### config.mk
export PLATFORM = sky130hd
export DESIGN_NAME = ebca_top
export DESIGN_NICKNAME = d
export VERILOG_FILES = /design/src/inc/ebca_pkg.sv /design/src/logic/ebca_top.sv
export SDC_FILE = /design/constraint.sdc
export NUM_CORES = 1
export LEC_CHECK = 0
export BUFFER_PORTS_ARGS = -buffer_cell sky130_fd_sc_hd__buf_4
export CORE_UTILIZATION = 25
export CTS_BUF_LIST = sky130_fd_sc_hd__clkbuf_4
export CTS_CLUSTER_DIAMETER = 60
export DETAILED_ROUTE_END_ITERATION = 16
export GPL_ROUTABILITY_DRIVEN = 0
export HOLD_SLACK_MARGIN = 0.08
export PLACE_DENSITY_LB_ADDON = 0.2
export SYNTH_ARGS = -nofsm -noshare
export SYNTH_HDL_FRONTEND = slang
export SYNTH_SLANG_ARGS = --single-unit
### constraint.sdc
create_clock -name ref_clk_i -period 3 [get_ports ref_clk_i]
set_input_delay 0.75 -clock ref_clk_i [delete_from_list [all_inputs] [get_ports ref_clk_i]]
set_output_delay 0.75 -clock ref_clk_i [all_outputs]
set_load 0.05 [all_outputs]
### src/inc/ebca_pkg.sv
// Package: register map, field layout and carrier types of the external bus control block
package ebca_pkg;

    // ****************************************************************
    // Register offsets (32-bit access address; 16-bit access adds two)
    // ****************************************************************
    localparam logic [31:0] EBCA_OFF_BUS_CONTROL_ONE = 32'hFFFFFFE0;
    localparam logic [31:0] EBCA_OFF_BUS_CONTROL_TWO = 32'hFFFFFFE4;
    localparam logic [31:0] EBCA_OFF_WAIT_CONTROL = 32'h0FFFFFE8;
    localparam logic [31:0] EBCA_OFF_MEMORY_TYPE_CONTROL = 32'hFFFFFFEC;
    localparam logic [31:0] EBCA_OFF_REFRESH_TIMER_CONTROL_STATUS = 32'hFFFFFF60;
    localparam logic [31:0] EBCA_OFF_REFRESH_TIMER_COUNT = 32'hFFFFFFF4;
    localparam logic [31:0] EBCA_OFF_REFRESH_TIME_CONSTANT = 32'h0FFFFFF8;
    localparam logic [31:0] EBCA_OFF_LINK_CONTROL = 32'hFFFFFFF0;
    localparam logic [31:0] EBCA_HALF_OFFSET = 32'h00000002;

    // ****************************************************************
    // Register indices and reset values
    // ****************************************************************
    localparam int EBCA_NUM_REGS = 8;
    localparam logic [3:0] EBCA_IDX_BCR_ONE = 4'h0;
    localparam logic [3:0] EBCA_IDX_LINK = 4'h7;
    localparam logic [3:0] EBCA_IDX_NONE = 4'hF;
    localparam logic [7:0][31:0] EBCA_REG_OFFSET = {
        EBCA_OFF_LINK_CONTROL, EBCA_OFF_REFRESH_TIME_CONSTANT, EBCA_OFF_REFRESH_TIMER_COUNT,
        EBCA_OFF_REFRESH_TIMER_CONTROL_STATUS, EBCA_OFF_MEMORY_TYPE_CONTROL, EBCA_OFF_WAIT_CONTROL,
        EBCA_OFF_BUS_CONTROL_TWO, EBCA_OFF_BUS_CONTROL_ONE};
    localparam logic [7:0][15:0] EBCA_REG_RESET = {
        16'h0000, 16'h0000, 16'h0000, 16'h0000, 16'h0000, 16'hAAFF, 16'h00FC, 16'h03F0};
    // Bits software may change; other bits keep reset zero, but the master and released bits read back status
    localparam logic [7:0][15:0] EBCA_REG_WMASK = {
        16'h0001, 16'hFFFF, 16'hFFFF, 16'hFFFF, 16'hFFFF, 16'hFFFF, 16'hFFFF, 16'h1FF7};

    // ****************************************************************
    // Write key and field positions
    // ****************************************************************
    localparam logic [15:0] EBCA_WRITE_KEY = 16'hA55A;
    localparam int EBCA_BIT_MASTER = 15;
    localparam int EBCA_BIT_PARTIAL_SHARE = 10;
    localparam int EBCA_MEMKIND_LSB = 0;
    localparam int EBCA_BIT_SELF_REFRESH = 0;
    localparam int EBCA_BIT_RELEASED = 1;
    localparam int EBCA_SPACE_LSB = 25;
    localparam int EBCA_EXT_ADDR_W = 27;
    localparam logic [1:0] EBCA_SPACE_SHARED = 2'h2;
    localparam logic [1:0] EBCA_SPACE_DRAM = 2'h3;

    // ****************************************************************
    // Types
    // ****************************************************************
    typedef enum logic [1:0] {
        EBCA_MEM_BASIC = 2'b00,
        EBCA_MEM_SDRAM = 2'b01,
        EBCA_MEM_DRAM = 2'b10,
        EBCA_MEM_PSRAM = 2'b11
    } ebca_mem_e;

    typedef enum logic [1:0] {
        EBCA_ARB_TOTAL = 2'b00,
        EBCA_ARB_PARTIAL = 2'b01,
        EBCA_ARB_SLAVE = 2'b10
    } ebca_arb_e;

    // Access request from the CPU side
    typedef struct packed {
        logic valid;
        logic write;
        logic vector;
        logic [1:0] lane_en;
        logic [31:0] addr;
    } ebca_req_s;

    // External pin group, all low-active except the clock enable, vector flag and address
    typedef struct packed {
        logic [3:0] select_n;
        logic lane_two_strobe_n;
        logic lane_low_strobe_n;
        logic read_n;
        logic drive_oe_n;
        logic arb_out_n;
        logic sdram_clock_enable;
        logic vector_fetch_indicator;
        logic [EBCA_EXT_ADDR_W-1:0] addr;
    } ebca_pins_s;

endpackage

### src/logic/ebca_top.sv
// Design: external bus control register bank, chip-select decode, lane strobes and arbitration pins
// Notes on behaviour
// - lane-two strobe: column strobe, SDRAM mask, write strobe or write flag by memory kind
// - low-lane strobe: column strobe, SDRAM mask, write strobe or write flag by memory kind
// - shared input is bus permission in partial/slave, release request in total master
// - shared output is bus request in partial/slave, bus grant in total master
// - SDRAM clock enable stays driven when released; drops for self-refresh
// - registers are 16 bits; 32-bit reads return zero upper half
// - 32-bit write updates register only when upper data half equals key
// - 16-bit accesses read only; 16-bit writes ignored
// - 16-bit access address is the 32-bit address plus two
// - address map split into four spaces; space three takes any device kind from the memory kind field, space two only SDRAM
// - cache-through region aliases the cached region; 128 MB reachable
// - two top address bits choose one of four selects, 32 MB each
//
// Added by the designer: strobed register access.
module ebca_top (
    input wire logic ref_clk_i,
    input wire logic rstn_i,
    // Register port
    input wire logic [31:0] reg_addr_i,
    input wire logic [31:0] reg_wdata_i,
    input wire logic reg_wide_i,
    input wire logic reg_wr_i,
    input wire logic reg_rd_i,
    output logic [31:0] reg_rdata_o,
    // CPU access request
    input ebca_pkg::ebca_req_s req_i,
    output logic req_ack_o,
    // Mode strap and shared arbitration input (low active)
    input wire logic slave_mode_i,
    input wire logic arb_in_n_i,
    // External pins
    output ebca_pkg::ebca_pins_s pins_o
);
    import ebca_pkg::*;

    // ****************************************************************
    // State
    // ****************************************************************
    typedef struct packed {
        logic [EBCA_NUM_REGS-1:0][15:0] regs;
        logic [31:0] rdata;
        logic slave;
        logic released;
        logic ack;
        ebca_pins_s pins;
    } ebca_state_s;

    ebca_state_s state;
    ebca_state_s next_state;

    // ****************************************************************
    // Functions
    // ****************************************************************
    // Register index from address and access width
    function automatic logic [3:0] reg_index(input logic [31:0] addr, input logic wide);
        logic [31:0] base;
        logic [3:0] idx;
        base = wide ? addr : addr - EBCA_HALF_OFFSET;
        idx = EBCA_IDX_NONE;
        for (int i = 0; i < EBCA_NUM_REGS; i++) begin
            if (base == EBCA_REG_OFFSET[i]) begin
                idx = 4'(i);
            end
        end
        return idx;
    endfunction

    // Memory kind of a space; only spaces two and three take special memories
    function automatic ebca_mem_e space_kind(input logic [1:0] space, input logic [2:0] kind_field);
        ebca_mem_e kind;
        kind = EBCA_MEM_BASIC;
        if (space == EBCA_SPACE_DRAM) begin
            kind = ebca_mem_e'(kind_field[1:0]);
        end else if (space == EBCA_SPACE_SHARED && kind_field[1:0] == EBCA_MEM_SDRAM) begin
            kind = EBCA_MEM_SDRAM;
        end
        return kind;
    endfunction

    // Low-active lane strobe for one byte lane
    function automatic logic lane_strobe_n(input ebca_mem_e kind, input logic go, input logic wr,
                                           input logic en);
        logic active;
        unique case (kind)
            // Column strobe and SDRAM mask open the lane for reads and writes
            EBCA_MEM_DRAM, EBCA_MEM_SDRAM: active = go & en;
            // Write strobe and write flag only mark writes
            EBCA_MEM_PSRAM, EBCA_MEM_BASIC: active = go & wr & en;
        endcase
        return ~active;
    endfunction

    // ****************************************************************
    // Decode signals
    // ****************************************************************
    logic [3:0] wr_idx;
    logic [3:0] rd_idx;
    logic [1:0] space;
    logic external;
    ebca_arb_e arb_mode;
    ebca_mem_e kind;
    logic shared_need;
    logic permitted;
    logic go;

    // Register address decode for both strobes
    assign wr_idx = reg_index(reg_addr_i, reg_wide_i);
    assign rd_idx = reg_index(reg_addr_i, reg_wide_i);

    // Cache-through bit 29 ignored so both views hit the same memory
    assign external = (req_i.addr[31:30] == 2'b00) && (req_i.addr[28:27] == 2'b00);
    assign space = req_i.addr[EBCA_SPACE_LSB+1:EBCA_SPACE_LSB];
    assign kind = space_kind(space, state.regs[EBCA_IDX_BCR_ONE][EBCA_MEMKIND_LSB+2:EBCA_MEMKIND_LSB]);

    // Arbitration mode from strap and partial-share bit
    always_comb begin
        if (state.slave) begin
            arb_mode = EBCA_ARB_SLAVE;
        end else if (state.regs[EBCA_IDX_BCR_ONE][EBCA_BIT_PARTIAL_SHARE]) begin
            arb_mode = EBCA_ARB_PARTIAL;
        end else begin
            arb_mode = EBCA_ARB_TOTAL;
        end
    end

    // Shared input meaning depends on mode
    always_comb begin
        shared_need = 1'b0;
        permitted = 1'b1;
        unique case (arb_mode)
            EBCA_ARB_SLAVE: begin
                shared_need = req_i.valid & external;
                permitted = ~arb_in_n_i;
            end
            EBCA_ARB_PARTIAL: begin
                // Only the shared space waits for permission
                shared_need = req_i.valid & external & (space == EBCA_SPACE_SHARED);
                permitted = ~arb_in_n_i | ~shared_need;
            end
            EBCA_ARB_TOTAL: begin
                // Release request wins over an access requested in the same cycle
                permitted = arb_in_n_i;
            end
            default: begin
                shared_need = 1'b0;
                permitted = 1'b0;
            end
        endcase
    end

    assign go = req_i.valid & external & permitted;

    // ****************************************************************
    // Next state
    // ****************************************************************
    always_comb begin
        logic [15:0] merged;
        logic [15:0] view;
        merged = 16'h0000;
        view = 16'h0000;
        next_state = state;
        next_state.slave = slave_mode_i;

        // Keyed 32-bit writes only; others vanish without any error
        if (reg_wr_i && reg_wide_i && wr_idx != EBCA_IDX_NONE
            && reg_wdata_i[31:16] == EBCA_WRITE_KEY) begin
            merged = (state.regs[wr_idx[2:0]] & ~EBCA_REG_WMASK[wr_idx[2:0]])
                     | (reg_wdata_i[15:0] & EBCA_REG_WMASK[wr_idx[2:0]]);
            next_state.regs[wr_idx[2:0]] = merged;
        end

        // Read data valid in the cycle after the strobe only
        next_state.rdata = 32'h00000000;
        if (reg_rd_i && rd_idx != EBCA_IDX_NONE) begin
            view = state.regs[rd_idx[2:0]];
            if (rd_idx == EBCA_IDX_BCR_ONE) begin
                view[EBCA_BIT_MASTER] = state.slave;
            end else if (rd_idx == EBCA_IDX_LINK) begin
                view[EBCA_BIT_RELEASED] = state.released;
            end
            next_state.rdata = {16'h0000, view};
        end

        // Bus released: total master granted away, or no permission in slave mode
        next_state.released = (arb_mode == EBCA_ARB_TOTAL) ? ~arb_in_n_i
                            : (arb_mode == EBCA_ARB_SLAVE) ? arb_in_n_i : 1'b0;

        // Pins registered one cycle after the accepted request
        next_state.ack = go;
        next_state.pins.select_n = 4'hF;
        if (go) begin
            next_state.pins.select_n[space] = 1'b0;
        end
        next_state.pins.lane_two_strobe_n = lane_strobe_n(kind, go, req_i.write, req_i.lane_en[1]);
        next_state.pins.lane_low_strobe_n = lane_strobe_n(kind, go, req_i.write, req_i.lane_en[0]);
        next_state.pins.read_n = ~(go & ~req_i.write);
        next_state.pins.drive_oe_n = next_state.released;
        next_state.pins.vector_fetch_indicator = go & req_i.vector;
        next_state.pins.addr = go ? req_i.addr[EBCA_EXT_ADDR_W-1:0] : state.pins.addr;

        // Shared output always driven, even when released
        if (arb_mode == EBCA_ARB_TOTAL) begin
            next_state.pins.arb_out_n = arb_in_n_i;
        end else begin
            next_state.pins.arb_out_n = ~shared_need;
        end

        // Clock enable never floats; self-refresh bit drops it
        next_state.pins.sdram_clock_enable =
            ~state.regs[EBCA_IDX_LINK][EBCA_BIT_SELF_REFRESH];
    end

    // ****************************************************************
    // State register
    // ****************************************************************
    always_ff @(posedge ref_clk_i or negedge rstn_i) begin
        if (!rstn_i) begin
            state.regs <= EBCA_REG_RESET;
            state.rdata <= 32'h00000000;
            state.slave <= 1'b0;
            state.released <= 1'b0;
            state.ack <= 1'b0;
            state.pins.select_n <= 4'hF;
            state.pins.lane_two_strobe_n <= 1'b1;
            state.pins.lane_low_strobe_n <= 1'b1;
            state.pins.read_n <= 1'b1;
            state.pins.drive_oe_n <= 1'b0;
            state.pins.arb_out_n <= 1'b1;
            state.pins.sdram_clock_enable <= 1'b1;
            state.pins.vector_fetch_indicator <= 1'b0;
            state.pins.addr <= '0;
        end else begin
            state <= next_state;
        end
    end

    // Outputs straight from flops
    assign reg_rdata_o = state.rdata;
    assign req_ack_o = state.ack;
    assign pins_o = state.pins;

endmodule

* Yosys cells after proc, flatten, opt, wreduce, memory -nomap -nowiden
Memories as Yosys holds them, arrays and structs flattened. Cells that the tools add are included. W data, S select, Z words.
Word-level totals: bits in registers 200, bits in latches 0, RAM bits 0, ROM bits 128, bits of input ports 108, output and inout bits 71, logic and storage cells 117, memories kept 1
Memory list:
- (no name shown) | words 8, width 16, rd ports 1, clocked after memory_dff 0, wr ports 0, RTL line ebca_top.sv:170 | | (reg_wdata_i[15:0] & EBCA_REG_WMASK[wr_idx[2:0]]);
Cells by class: add/subtract/negate cells 1, multiply operators 0, divide/modulo/power cells 0, $lt $le $gt $ge 4, equal/unequal tests 19, shift-type cells 0, mux-type cells 33, bitwise logic cells 24, reduce and logical (&&, ||, !) cells 15
Operator list (count):
- $eq A32 B32 Y1 const B | 6
- $bwmux W128 | 1
- $eq A32 B28 Y1 const B | 2
- $mux W16 | 4
- $bmux W16 S3 | 1
- $demux W16 S3 | 1
- $mux W4 | 9
- $and A16 B16 Y16 | 2
- $mux W32 | 1
- $sub A32 B2 Y32 const B | 1
- $eq A16 B16 Y1 const B | 1
- $not A16 Y16 | 1
- $or A16 B16 Y16 | 1
- $and A1 B1 Y1 | 10
- $eq A2 B2 Y1 const B | 5
- $mux W1 | 9
- $logic_and A1 B1 Y1 | 8
- $logic_not A2 Y1 | 4
- $not A1 Y1 | 8
- $eq A2 B1 Y1 const B | 3
- $pmux W1 S2 | 3
- $eq A4 B3 Y1 const B | 1
- $logic_not A4 Y1 | 1
- $lt A3 B4 Y1 const B | 1
- 10 further kinds | 12

* Depth between registers and ports, before layout
depth after elaboration 17, depth in mapped cells 14, depth with buffers taken out 11

* Worst setup path after synthesis
No wires, ideal clock.
path type input to register, start point input reg_addr_i[3], end point register state (netlist bit reg_rdata_o[14]), library setup time 0.124 ns, arrival time 3.794 ns, required time 2.876 ns, slack -0.918 ns, stages on the path 10, path buffers 2, cell sequence buf_2 or4_4 a2111oi_0 o211ai_1 or3_1 clkbuf_1 or4_1 and3_1 a221o_1 o31a_1
RTL lines:
- start: declaration | RTL line ebca_top.sv:21 | input wire logic [31:0] reg_addr_i,
- end signal: assignment | RTL line ebca_top.sv:235 | state <= next_state;
- end: declaration | RTL line ebca_top.sv:50 | ebca_state_s state;

==> results_dict.tcl <==
set metrics [dict create \
    status "finished, violations left" \
    violations "negative setup slack" \
    end_kind "flip-flop" \
    crit_type "primary input to flip-flop" \
    cap_violations 0 \
    yosysWarnings 0 \
    crit_fanout 4 \
    rrSetupSlack_ps 1350 \
    wirelength_um 32700 \
    drive_gt1_frac 0.485 \
    cts.clk_slew.worst_paths_ps 170 \
    die_h_um 196 \
    period_share 1.15 \
    core_um2 36800 \
    critical-path-max-stage-delay_ps 490 \
    synth-seq-cells 183 \
    track_usage 0.165 \
    power_frac_seq 0.513 \
    most-common-layout-cells "333 x buf_4, 190 x nand2_1, 150 x dfrtp_1" \
    syn_inst 1018 \
    clk_latency_ps 600 \
    relSlewSlack 0.589 \
    dieArea_um2 38300 \
    critPathSlowestCell "or4_4" \
    initial_core_util 0.255 \
    rows 70 \
    power.net_switching_w 0.00162 \
    overflow 0 \
    grt_setup_unrepaired "true" \
    worst_slack_ps -442 \
    clkPwrFrac 0.288 \
    grt_pass1_wl_um 48700 \
    hpwl_um 22300 \
    max_freq_mhz 291 \
    layout_commonest_cell "buf_4" \
    clock-sinks 183 \
    io_pins 179 \
    dr.first_iter.drc_count 587 \
    finalNetCount 1411 \
    synthArstFlopShare 1.00 \
    grt_pass1_vias 8470 \
    antenna_found_initial 1 \
    tightestPinTransition_ps 616 \
    ir_worst_vdd_v 0.000396 \
    crit_chain "buf_8 > inv_4 > ha_4 > or4b_4 > or4_4 > nor4_4 > o22ai_1 > a2111o_1 > buf_6 > nor2_4 > buf_6 > nand4_1 > buf_6 > or3_1 > o211a_1" \
    required_ps 3500 \
    hold_path.class "primary input to async pin" \
    finalSetupTns_ps -35160 \
    holdBufCountCts 0 \
    hold_viol_final 0 \
    viasPerCell 4.78 \
    cp_common_cell "buf_6" \
    synth_edf_count 0 \
    p_leak_nw 6.07 \
    num_vias 8535 \
    avgSynthCellArea_um2 9.20 \
    intPower_w 0.00344 \
    root_buffer "clkbuf_4" \
    die_w_um 196 \
    maxSlewViolCount 0 \
    cp-start-kind "primary input" \
    period_needed_ps 3440 \
    io_buffers 161 \
    ys_seq_area_frac 0.493 \
    p_per_area_nw_per_um2 366 \
    synthFlopType "dfrtp_1" \
    grt_max_degree 68 \
    p_total_w 0.00506 \
    syn_area_um2 9370 \
    setup_viol 124 \
    p_sw_frac 0.320 \
    drc 0 \
    detail-route-antenna-nets 0 \
    routedWlPerCell_um 18.3 \
    clock_path_buffers 2 \
    hold_slack_ps 121 \
    numCtsBuffers 17 \
    drt_pass1_iterations 7 \
    htreeDepth 4 \
    cts_tree "built" \
    crit_arrival_ps 3940 \
    area_growth_pct 47.8 \
    skew_ps 29.4 \
    synth.distinct_cells 75 \
    combPwrFrac 0.199 \
]
[cell families after synthesis]
kind of cell | share of synthesized area
AOI/OAI and AO/OA | 0.171
muxes | 0.0118
adders and majority gates | 0.00134
xor gates and xnor gates | 0.0122
other | 0.000400
buffers and inverters | 0.0935
and+or+nand+nor | 0.216
DFF | 0.493
[power by group through the flow]
| stage | logic (W) | clock network, W | registers, W |
|---|---|---|---|
| global placement | 0.000979 | 0 | 0.00264 |
| floorplan | 0.000630 | 0 | 0.00262 |
| global route | 0.00107 | 0.00160 | 0.00261 |
| CTS | 0.000996 | 0.00152 | 0.00260 |
| finish | 0.00101 | 0.00146 | 0.00260 |
| detailed placement | 0.000984 | 0 | 0.00264 |
[path summary, 6_finish.rpt]
path / startpoint / to / cells past startpoint
min in group ref_clk_i: slave_mode_i / state[40] / 1
max reg2reg: state[40] / pins_o[10] / 6
max: reg_addr_i[1] / reg_rdata_o[15] / 15
min reg2reg: state[193] / state[193] / 0
max in group asynchronous: rstn_i / state[96] / 2
min: rstn_i / reg_rdata_o[6] / 1
[area by class of cell]
type / instances / area (um^2)
fillers: 3665 / 22900
multi-input cells: 691 / 4890
flip-flops and latches: 183 / 4620
repair buffers: 391 / 3380
well taps: 468 / 586
clock inverters: 14 / 160
clock buffers: 18 / 135
inverters: 18 / 72.6
diodes: 1 / 2.50
[what timing repair did]
| action | 4_1_cts | 5_1_grt |
|---|---|---|
| gates cloned | 2 | 7 |
| setup endpoints to repair | 124 | 125 |
| buffers inserted | 9 | 29 |
| pin swaps | 33 | 57 |
| gates resized for setup | 49 | 156 |
[sequential cells by signal, summed over array words and instances (netlist names)]
| name | count |
|---|---|
| pins_o | 38 |
| reg_rdata_o | 16 |
| req_ack_o | 1 |
| state | 128 |
[layer usage]
metal	GRT usage	vias to the layer above	share of wire
li1	-	4111	-
met4	0.0478	0	0.019
met3	0.0333	34	0.054
met1	0.224	4169	0.46
met2	0.263	221	0.47
met5	0	-	0
[cell usage after synthesis, types with 5 or more instances]
cell type | count | area (um^2)
or4_1 | 12 | 90.1
xor2_1 | 6 | 52.6
a22oi_1 | 11 | 82.6
a32oi_1 | 11 | 96.3
dfrtp_1 | 150 | 3750
nor4_1 | 18 | 113
xnor2_1 | 7 | 61.3
or3_1 | 7 | 43.8
and4_1 | 5 | 43.8
a21oi_2 | 8 | 70.1
mux2_2 | 8 | 90.1
dfstp_2 | 33 | 867
o2111ai_1 | 14 | 123
nand2_1 | 203 | 762
a31oi_1 | 5 | 31.3
buf_4 | 70 | 526
nand3_1 | 38 | 190
inv_1 | 18 | 67.6
nor2_1 | 37 | 139
buf_2 | 7 | 35.0
a21oi_1 | 18 | 90.1
o21ai_0 | 109 | 546
and3_1 | 6 | 37.5
or2_2 | 5 | 31.3
and2_1 | 16 | 100
o31a_1 | 14 | 123
nand4_1 | 16 | 100
nor3_1 | 14 | 70.1
clkbuf_1 | 63 | 236
[per-stage QoR]
stage,setup slack [ps],util,area (um^2),instances
3_3_place_gp,-1100,0.336,12300,1708
3_5_place_dp,-1120,0.336,12300,1708
2_1_floorplan,-771,-,9930,1033
5_1_grt,-477,0.376,13800,1784
4_1_cts,-323,0.352,13000,1751
6_report,-442,0.376,13800,1784
[worst max-delay path: cells and delay by family]
kind | cells | cell delay (ps)
adder cells (fa/ha/maj) | 1 | 130
AO/OA/AOI/OAI | 3 | 730
AND/OR/NAND/NOR | 6 | 1730
buffers and inverters | 5 | 590
No activity file was read; power rests on OpenSTA's default activity.
